==> config.mk <==
export PLATFORM = sky130hd
export DESIGN_NAME = gpib_remote_local_status
export DESIGN_NICKNAME = d
export VERILOG_FILES = /design/src/gpib_rl_pkg.sv /design/src/gpib_remote_local_status.sv
export VERILOG_INCLUDE_DIRS = /design/src /design/src/src
export SDC_FILE = /design/constraint.sdc
export NUM_CORES = 1
export LEC_CHECK = 0
export BUFFER_PORTS_ARGS = -buffer_cell sky130_fd_sc_hd__buf_2
export CAP_MARGIN = 20
export CORE_ASPECT_RATIO = 2
export CORE_MARGIN = 2
export CORE_UTILIZATION = 55
export CTS_BUF_LIST = sky130_fd_sc_hd__clkbuf_16
export DETAILED_ROUTE_END_ITERATION = 8
export PLACE_DENSITY = 0.81
export SYNTH_ARGS = -nofsm -noshare
export SYNTH_HDL_FRONTEND = slang
export SYNTH_SLANG_ARGS = --single-unit
==> constraint.sdc <==
create_clock -name clock_in -period 6.2 [get_ports clock_in]
set_input_delay 0.62 -clock clock_in [delete_from_list [all_inputs] [get_ports clock_in]]
set_output_delay 0.62 -clock clock_in [all_outputs]
set_load 0.05 [all_outputs]
==> src/gpib_rl_params.svh <==
// constants for the remote/local and status block
// assumes inclusion by the package, the design file, the checker and the testbench
`ifndef GPIB_RL_PARAMS_SVH
`define GPIB_RL_PARAMS_SVH
`define CMD_GTL 8'h01
`define CMD_SDC 8'h04
`define CMD_GET 8'h08
`define CMD_LLO 8'h11
`define CMD_DCL 8'h14
`define CMD_SPE 8'h18
`define CMD_SPD 8'h19
`define CMD_UNL 8'h3f
`define CMD_UNT 8'h5f
`define LISTEN_BASE 8'h20
`define TALK_BASE 8'h40
`define BUSY_OFFSET 8'h10
`define STB_DEVSTAT 8'h80
`define STB_WAIT_TRIG 8'h08
`define STB_READING 8'h04
`define STB_NONE 8'h80
`define STB_POWER_ON 8'h41
`define STB_GET_IGN 8'h62
`define STB_LOCAL_ERR 8'h62
`define STB_RTL_LOST 8'h62
`define ERR_NONE 10'h000
`define ERR_POWER_ON 10'h191
`define ERR_LOCAL 10'h0c9
`define ERR_RTL_LOST 10'h0ca
`define ERR_GET_IGN 10'h0ce
`define CLK_HZ 25000000
`define RTL_TIMEOUT_MS 7500
`define RTL_TIMEOUT_CYC ((`CLK_HZ / 1000) * `RTL_TIMEOUT_MS)
`endif

==> src/gpib_rl_pkg.sv <==
// types for the remote/local and status block
// assumes the params header is on the include path
`include "gpib_rl_params.svh"
package gpib_rl_pkg;
    typedef enum logic [1:0] {LOCS, LWLS, REMS, RWLS} rl_state_e;
endpackage : gpib_rl_pkg

==> src/gpib_remote_local_status.sv <==
// instrument side interface message handler: addressing, clears, trigger, poll, remote/local, events
// assumes bus bytes arrive decoded as one-cycle strobes synchronous to clock_in
`include "gpib_rl_params.svh"
module gpib_remote_local_status #(
    parameter int unsigned RTL_TIMEOUT_CYCLES = `RTL_TIMEOUT_CYC
) (
    input wire logic clock_in,
    input wire logic resetn_in,
    input wire logic [4:0] my_address_in,
    input wire logic cmd_valid_in,
    input wire logic [7:0] cmd_byte_in,
    input wire logic ifc_in,
    input wire logic ren_in,
    input wire logic trigger_enable_cmd_in,
    input wire logic msg_busy_in,
    input wire logic msg_start_in,
    input wire logic msg_setting_in,
    input wire logic msg_pending_in,
    input wire logic panel_setting_key_in,
    input wire logic panel_multi_key_in,
    input wire logic panel_entry_done_in,
    input wire logic reading_available_in,
    input wire logic waiting_trigger_in,
    input wire logic poll_read_in,
    input wire logic error_query_in,
    input wire logic cmd_error_in,
    output logic listener_active_out,
    output logic talker_active_out,
    output logic addressed_light_out,
    output logic remote_light_out,
    output gpib_rl_pkg::rl_state_e rl_state_out,
    output logic accept_bus_cmd_out,
    output logic exec_allowed_out,
    output logic local_error_out,
    output logic device_clear_out,
    output logic trigger_out,
    output logic serial_poll_mode_out,
    output logic send_output_data_out,
    output logic rtl_out,
    output logic srq_out,
    output logic [7:0] status_byte_out,
    output logic [9:0] error_code_out
);
    import gpib_rl_pkg::*;

    typedef struct packed {
        logic listen;
        logic talk;
        logic spoll;
        rl_state_e rl;
        logic exec_remote;
        logic rtl;
        logic [31:0] rtl_timer;
        logic ev_power;
        logic ev_get;
        logic ev_local;
        logic ev_rtl;
        logic dcl;
        logic trig;
        logic lerr;
        logic [9:0] err_code;
    } state_s;

    state_s cur;
    state_s next_cur;

    // one-cycle strobes decoded from the command byte, then derived event, remote and status byte signals
    logic atn_cmd;
    logic is_mla;
    logic is_mta;
    logic is_unl;
    logic is_unt;
    logic is_spe;
    logic is_spd;
    logic is_get;
    logic is_llo;
    logic is_gtl;
    logic is_dcl;
    logic is_sdc;
    logic do_clear;
    logic any_event;
    logic rl_remote;
    logic [7:0] class_byte;
    logic [7:0] dev_byte;

    assign atn_cmd = cmd_valid_in;
    assign is_mla = atn_cmd &&
        (cmd_byte_in == (`LISTEN_BASE | {3'h0, my_address_in}));
    assign is_mta = atn_cmd &&
        (cmd_byte_in == (`TALK_BASE | {3'h0, my_address_in}));
    assign is_unl = atn_cmd && (cmd_byte_in == `CMD_UNL);
    assign is_unt = atn_cmd && (cmd_byte_in == `CMD_UNT);
    assign is_spe = atn_cmd && (cmd_byte_in == `CMD_SPE);
    assign is_spd = atn_cmd && (cmd_byte_in == `CMD_SPD);
    assign is_get = atn_cmd && (cmd_byte_in == `CMD_GET);
    assign is_llo = atn_cmd && (cmd_byte_in == `CMD_LLO);
    assign is_gtl = atn_cmd && (cmd_byte_in == `CMD_GTL);
    assign is_dcl = atn_cmd && (cmd_byte_in == `CMD_DCL);
    assign is_sdc = atn_cmd && (cmd_byte_in == `CMD_SDC);
    // sdc only counts while addressed to listen; dcl is universal
    assign do_clear = is_dcl ||
        (is_sdc && cur.listen);
    assign any_event = cur.ev_power | cur.ev_get | cur.ev_local | cur.ev_rtl;
    assign rl_remote = (cur.rl == REMS) || (cur.rl == RWLS);

    always_comb begin
        next_cur = cur;
        next_cur.dcl = 1'b0;
        next_cur.trig = 1'b0;
        next_cur.lerr = 1'b0;

        // clears come first, so an event set later in the same cycle wins
        if (poll_read_in || error_query_in) begin
            if (cur.ev_power) begin
                next_cur.ev_power = 1'b0;
            end else if (cur.ev_rtl) begin
                next_cur.ev_rtl = 1'b0;
            end else if (cur.ev_local) begin
                next_cur.ev_local = 1'b0;
            end else if (cur.ev_get) begin
                next_cur.ev_get = 1'b0;
            end
        end

        // error query reports the event it retires
        if (error_query_in) begin
            if (cur.ev_power) begin
                next_cur.err_code = `ERR_POWER_ON;
            end else if (cur.ev_rtl) begin
                next_cur.err_code = `ERR_RTL_LOST;
            end else if (cur.ev_local) begin
                next_cur.err_code = `ERR_LOCAL;
            end else if (cur.ev_get) begin
                next_cur.err_code = `ERR_GET_IGN;
            end else begin
                next_cur.err_code = `ERR_NONE;
            end
        end

        // power-on event survives a device clear
        if (do_clear) begin
            next_cur.dcl = 1'b1;
            next_cur.ev_get = 1'b0;
            next_cur.ev_local = 1'b0;
            next_cur.ev_rtl = 1'b0;
        end

        if (is_unl) begin
            next_cur.listen = 1'b0;
        end
        if (is_unt) begin
            next_cur.talk = 1'b0;
        end
        if (is_mla) begin
            next_cur.listen = 1'b1;
        end
        if (is_mta) begin
            next_cur.talk = 1'b1;
        end
        if (is_spe) begin
            next_cur.spoll = 1'b1;
        end
        if (is_spd) begin
            next_cur.spoll = 1'b0;
        end

        // a trigger refused while unaddressed leaves no trace
        if (is_get) begin
            if (cur.listen && trigger_enable_cmd_in &&
                !msg_busy_in && rl_remote) begin
                next_cur.trig = 1'b1;
            end else if (cur.listen) begin
                next_cur.ev_get = 1'b1;
            end
        end

        // lockout and go-to-local touch only the state, never the address
        if (is_llo) begin
            if (cur.rl == LOCS) begin
                next_cur.rl = LWLS;
            end else if (cur.rl == REMS) begin
                next_cur.rl = RWLS;
            end
        end

        if (is_gtl && cur.listen) begin
            if (cur.rl == REMS) begin
                next_cur.rl = LOCS;
            end else if (cur.rl == RWLS) begin
                next_cur.rl = LWLS;
            end
        end

        // rtl blocks going remote only from LOCS
        if (is_mla && ren_in) begin
            if (cur.rl == LOCS && !cur.rtl) begin
                next_cur.rl = REMS;
            end else if (cur.rl == LWLS) begin
                next_cur.rl = RWLS;
            end
        end

        // applied after addressing so it overrides a same-cycle address
        if (ifc_in) begin
            next_cur.listen = 1'b0;
            next_cur.talk = 1'b0;
        end

        // rtl: setting keys only; display keys never reach this input
        if (panel_setting_key_in && cur.rl != RWLS && cur.rl != LWLS) begin
            next_cur.rtl = panel_multi_key_in;
            next_cur.rtl_timer = 32'h0;
            if (cur.rl == REMS) begin
                next_cur.rl = LOCS;
                if (msg_pending_in) begin
                    next_cur.ev_rtl = 1'b1;
                end
            end
        end else if (cur.rtl) begin
            // stuck multi-key entry would otherwise lock out remote forever
            if (panel_entry_done_in || cur.rtl_timer >= (RTL_TIMEOUT_CYCLES - 1)) begin
                next_cur.rtl = 1'b0;
            end else begin
                next_cur.rtl_timer = cur.rtl_timer + 32'h1;
            end
        end

        if (!ren_in) begin
            next_cur.rl = LOCS;
        end
        // remote-ness latched at message start so mid-message REN/GTL have no effect
        if (msg_start_in) begin
            next_cur.exec_remote = (next_cur.rl == REMS || next_cur.rl == RWLS);
        end

        if (cur.rl == REMS && next_cur.rl == LOCS && panel_setting_key_in) begin
            next_cur.exec_remote = 1'b0;
        end

        // a bus setting while exec_remote is clear is refused and queued as an event
        if (msg_setting_in && !cur.exec_remote) begin
            next_cur.lerr = 1'b1;
            next_cur.ev_local = 1'b1;
        end
        if (cmd_error_in) begin
            next_cur.ev_local = 1'b1;
        end
    end

    always_ff @(posedge clock_in or negedge resetn_in) begin
        if (!resetn_in) begin
            cur <= '{
                listen: 1'b0,
                talk: 1'b0,
                spoll: 1'b0,
                rl: LOCS,
                exec_remote: 1'b0,
                rtl: 1'b0,
                rtl_timer: 32'h0,
                ev_power: 1'b1,
                ev_get: 1'b0,
                ev_local: 1'b0,
                ev_rtl: 1'b0,
                dcl: 1'b0,
                trig: 1'b0,
                lerr: 1'b0,
                err_code: `ERR_NONE
            };
        end else begin
            cur <= next_cur;
        end
    end

    always_comb begin
        dev_byte = `STB_DEVSTAT;
        if (waiting_trigger_in) begin
            dev_byte = dev_byte | `STB_WAIT_TRIG;
        end
        if (reading_available_in) begin
            dev_byte = dev_byte | `STB_READING;
        end
        // class of the top pending event, else live device status
        if (cur.ev_power) begin
            class_byte = `STB_POWER_ON;
        end else if (cur.ev_rtl) begin
            class_byte = `STB_RTL_LOST;
        end else if (cur.ev_local) begin
            class_byte = `STB_LOCAL_ERR;
        end else if (cur.ev_get) begin
            class_byte = `STB_GET_IGN;
        end else begin
            class_byte = dev_byte;
        end
        // busy is a live input, so the offset follows it without delay
        if (msg_busy_in) begin
            class_byte = class_byte + `BUSY_OFFSET;
        end
    end

    // levels decoded from the state register; status_byte_out also follows live inputs

    assign listener_active_out = cur.listen;
    assign talker_active_out = cur.talk;
    assign addressed_light_out = cur.listen | cur.talk;
    assign remote_light_out = (cur.rl == REMS) || (cur.rl == RWLS);
    assign rl_state_out = cur.rl;
    assign accept_bus_cmd_out = cur.listen;
    assign exec_allowed_out = cur.exec_remote;
    assign local_error_out = cur.lerr;
    assign device_clear_out = cur.dcl;
    assign trigger_out = cur.trig;
    assign serial_poll_mode_out = cur.spoll;
    assign send_output_data_out = cur.talk && !cur.spoll;
    assign rtl_out = cur.rtl;
    assign srq_out = any_event;
    assign status_byte_out = class_byte;
    assign error_code_out = cur.err_code;
endmodule : gpib_remote_local_status

==> metrics list <==
- Run status: complete, no violations
- Final number of setup-violating endpoints: 0
- Largest fanout of any net on the critical path: 13
* Main synth FF type: sky130_fd_sc_hd__dfrtp_1
- VDD sags by at most 240 µV.
* Quantity of gates resized following cts: 0
- Top reg by flops: cur
- Count of unique library cells instantiated by Yosys: 49
- Setup TNS: 0 ns
* Fraction of the mapped netlist area in simple logic gates: 23.6%
- CTS saw 52 sinks.
* Synth warnings: 0
- The finished layout holds roughly 410 standard cells, fillers aside.
* Post-CTS Hold Buffers: 0
- The first global-routing pass estimated 10600 µm of wire.
- Mapped Avg Cell Area: between 9 and 10 µm²
- Layout area overhead: 13.1%
- HPWL after DPL: between 4000 and 5000 µm
* GRT Residual Overflow: 0
- Top Ports: 64
* Via total after detailed routing: 2474
* Hold WC Path Type: primary input to asynchronous set/reset pin
- The later pin in the worst-skew pair is clocked with a latency of 0.30 ns.
- Detailed-routing iteration count for the pre-antenna-repair pass: 4
- Adder-Cell Fraction of Synth Area: 0.437%
- In the post-synthesis netlist, the biggest area contributors are sky130_fd_sc_hd__dfrtp_1 45%, sky130_fd_sc_hd__a21oi_1 4.2%, sky130_fd_sc_hd__buf_4 4.2%, sky130_fd_sc_hd__nand2_1 4.1%, sky130_fd_sc_hd__xnor2_1 3.7%.
- Depth of the worst register-to-register path: 7
- Number of max-capacitance violations reported: 0
- Number of I/O port buffers: 61
* Clock edge transition at the registers on the reported setup and hold paths: ~0.07 ns
- STA puts the critical path data arrival time at approximately 3.1 ns.
* Initial core utilization: between 50% and 60%
* Leakage: 1.43 nW
* Via count of the first global-routing pass: between 2000 and 2500
- Global routing used 25.2% of the available tracks.
* Dominant combinational cell family by area after synthesis: simple AND/OR/NAND/NOR gates
- After detailed routing, the average wire length per cell comes to 16.1 µm.
- For the finished layout, the period the worst path requires is 2.92 ns.
- Setup repair after global routing left no endpoint under its margin.
- At the end of routability-driven placement, the weighted congestion stood at a little over 0.8.
- Fin worst setup slack: 3.28 ns
- The root buffer cell chosen for the clock tree is sky130_fd_sc_hd__clkbuf_16.
- Number of inserted diodes: 0
- The clock tree synthesis step divided the H-tree into 2 levels.
- The share of synthesized area in the top cell type comes to 44.6%.
- Fraction of synthesized area in multiplexers: 1.53%
- Pin count of the biggest net entering global routing: 53
* Achievable clock frequency: 0.343 GHz
- The count of endpoints failing hold in the final timing report was 0.
- Final worst-path cycle share: a little under half
* Number of setup buffers added after CTS: 0
- In the synthesized netlist the async set-or-reset flop fraction comes to 100%.
- Number of buffers created by CTS: 5
- Clock tree from TritonCTS: built
- Number of filler cells placed in the layout: 457
- Summing the areas of all xor and xnor instances in the mapped netlist gives between 4 and 5% of the synthesized area.
* Pre-CTS setup slack: about 3.3 ns
- The worst pin sits at a relative slew slack of 42.0%.
* Overall die height: 106 µm
- After synthesis the netlist holds a flip-flop and latch count of 52.
* Count of pins over their slew limit: 0
- In the final design database the tool counted 386 nets.
* Post-synthesis compound-gate area fraction: about 17%
- The worst setup path is captured at a flip-flop.
- Number of enable-type register cells in the synthesized netlist: 0
* Top-count cell post-synth: sky130_fd_sc_hd__dfrtp_1
- Die X-Extent: 55.0 µm
- Core Area: 5090 µm²
* Startpoint Class: flip-flop
- Die footprint: 5830 µm²
- Type of the setup path with the least slack: flip-flop to flip-flop
- Placement row count: 37
* Detailed router's first-iteration violation count: 65
* Post-synthesis cell count: around 310
- Library cell with the largest summed area after synthesis: sky130_fd_sc_hd__dfrtp_1
- Once detail routing completed, the nets flagged for antenna violations numbered 0.
* Seq/Total Area, Yosys: around 45%
- Worst-case clock skew: 0.00880 ns
- Most used standard cells in the synthesized netlist: 51 x sky130_fd_sc_hd__dfrtp_1, 31 x sky130_fd_sc_hd__nand2_1, 27 x sky130_fd_sc_hd__nor2_1
- Worst EP required: 6.39 ns
- Using the TritonRoute via totals, the vias-per-cell ratio works out to approximately 6.0.
- Including well taps, the total number of placed cells is 405.
* Final Total Pwr: 0.000708 W
* Final hold slack: between 0.4 and 0.5 ns
- Post-synthesis instance area: between 2000 and 3000 µm²
* Power per unit of standard cell area: 219 nW/µm²
- Worst Max-Slew Pin Slew: 0.869 ns
- The post-route netlist has 23.9% of its cells at a drive strength greater than 1.
- Initial antenna violation count: 0
- Summed over all layers, the routed wires come to 6650 µm.
- Clock buffer depth: 2
* Number of flip-flops under the largest register name: 36
- In the routed design, unresolved DRC markers number 0.
## placed cells by master, fill, tap and decap left out, types with 4 or more instances in the layout
cell and count:
sky130_fd_sc_hd__dfrtp_1 51, sky130_fd_sc_hd__or2_2 4, sky130_fd_sc_hd__a2111oi_0 5, sky130_fd_sc_hd__nand2_1 31, sky130_fd_sc_hd__nor3_1 5, sky130_fd_sc_hd__nor2b_1 6
sky130_fd_sc_hd__nand3_1 13, sky130_fd_sc_hd__and3_1 4, sky130_fd_sc_hd__xnor2_1 12, sky130_fd_sc_hd__inv_1 10, sky130_fd_sc_hd__nor4_1 4, sky130_fd_sc_hd__nand4_1 7
sky130_fd_sc_hd__buf_2 61, sky130_fd_sc_hd__and2_1 7, sky130_fd_sc_hd__clkbuf_16 5, sky130_fd_sc_hd__o31ai_1 8, sky130_fd_sc_hd__o21ai_0 9, sky130_fd_sc_hd__nor2_1 27
sky130_fd_sc_hd__nand3b_1 4, sky130_fd_sc_hd__a21oi_1 24
## cell type report
class                   count  area [µm²]  area share (%)
inverters                  10        37.5            1.16
flip-flops and latches     52        1300            40.2
well taps                  58        72.6            2.24
clock buffers               5         125            3.87
multi-input cells         222        1360            41.9
clock inverters             3        22.5           0.696
repair buffers             63         320            9.90
## worst max-delay path, cell delays in order (launching register included)
cell and delay, ns:
sky130_fd_sc_hd__dfrtp_1 0.41, sky130_fd_sc_hd__ha_1 0.26, sky130_fd_sc_hd__and4_1 0.26, sky130_fd_sc_hd__o2111ai_1 0.20, sky130_fd_sc_hd__nand4_1 0.39, sky130_fd_sc_hd__a211oi_2 0.87, sky130_fd_sc_hd__a31oi_1 0.18, sky130_fd_sc_hd__a41o_1 0.23
## worst paths after layout
check	startpoint	to	slack, ns
max	cur[17]$_DFFE_PN0P_	cur[41]$_DFFE_PN0P_	3.28
min	resetn_in	error_code_out[6]$_DFFE_PN0P_	0.42
max reg2reg	cur[17]$_DFFE_PN0P_	cur[41]$_DFFE_PN0P_	3.28
min reg2reg	exec_allowed_out$_DFFE_PN0P_	local_error_out$_DFF_PN0_	0.48
max in group asynchronous	resetn_in	cur[29]$_DFFE_PN0P_	5.32
min in group clock_in	poll_read_in	cur[16]$_DFFE_PN1N_	0.45
## through the flow
step | instance area [µm²] | util (%)
floorplan | 2870 | -
global placement | 3090 | 60.7
detailed placement | 3090 | 60.7
CTS | 3240 | 63.6
global route | 3240 | 63.6
finish | 3240 | 63.6
## per-layer routing
layer / up-vias / wire length, µm / track usage (%)
met5: - / 0 / 0
met4: 0 / 184 / 12.0
met3: 13 / 241 / 4.49
met2: 67 / 3710 / 43.3
met1: 1210 / 2510 / 28.2
li1: 1184 / - / -
## power breakdown
| part | switching, W | internal [W] |
|---|---|---|
| sequential | 0.00000341 | 0.000343 |
| clock | 0.000133 | 0.000151 |
| combinational | 0.0000560 | 0.0000212 |
| total | 0.000192 | 0.000516 |
## cells by family after synthesis
family	after synthesis
other cells	1
flops	52
xor+xnor	14
simple gates	129
compound gates	72
mux	4
fa+ha+maj	1
buf+inv	39
(Power assumes the default switching activity.)
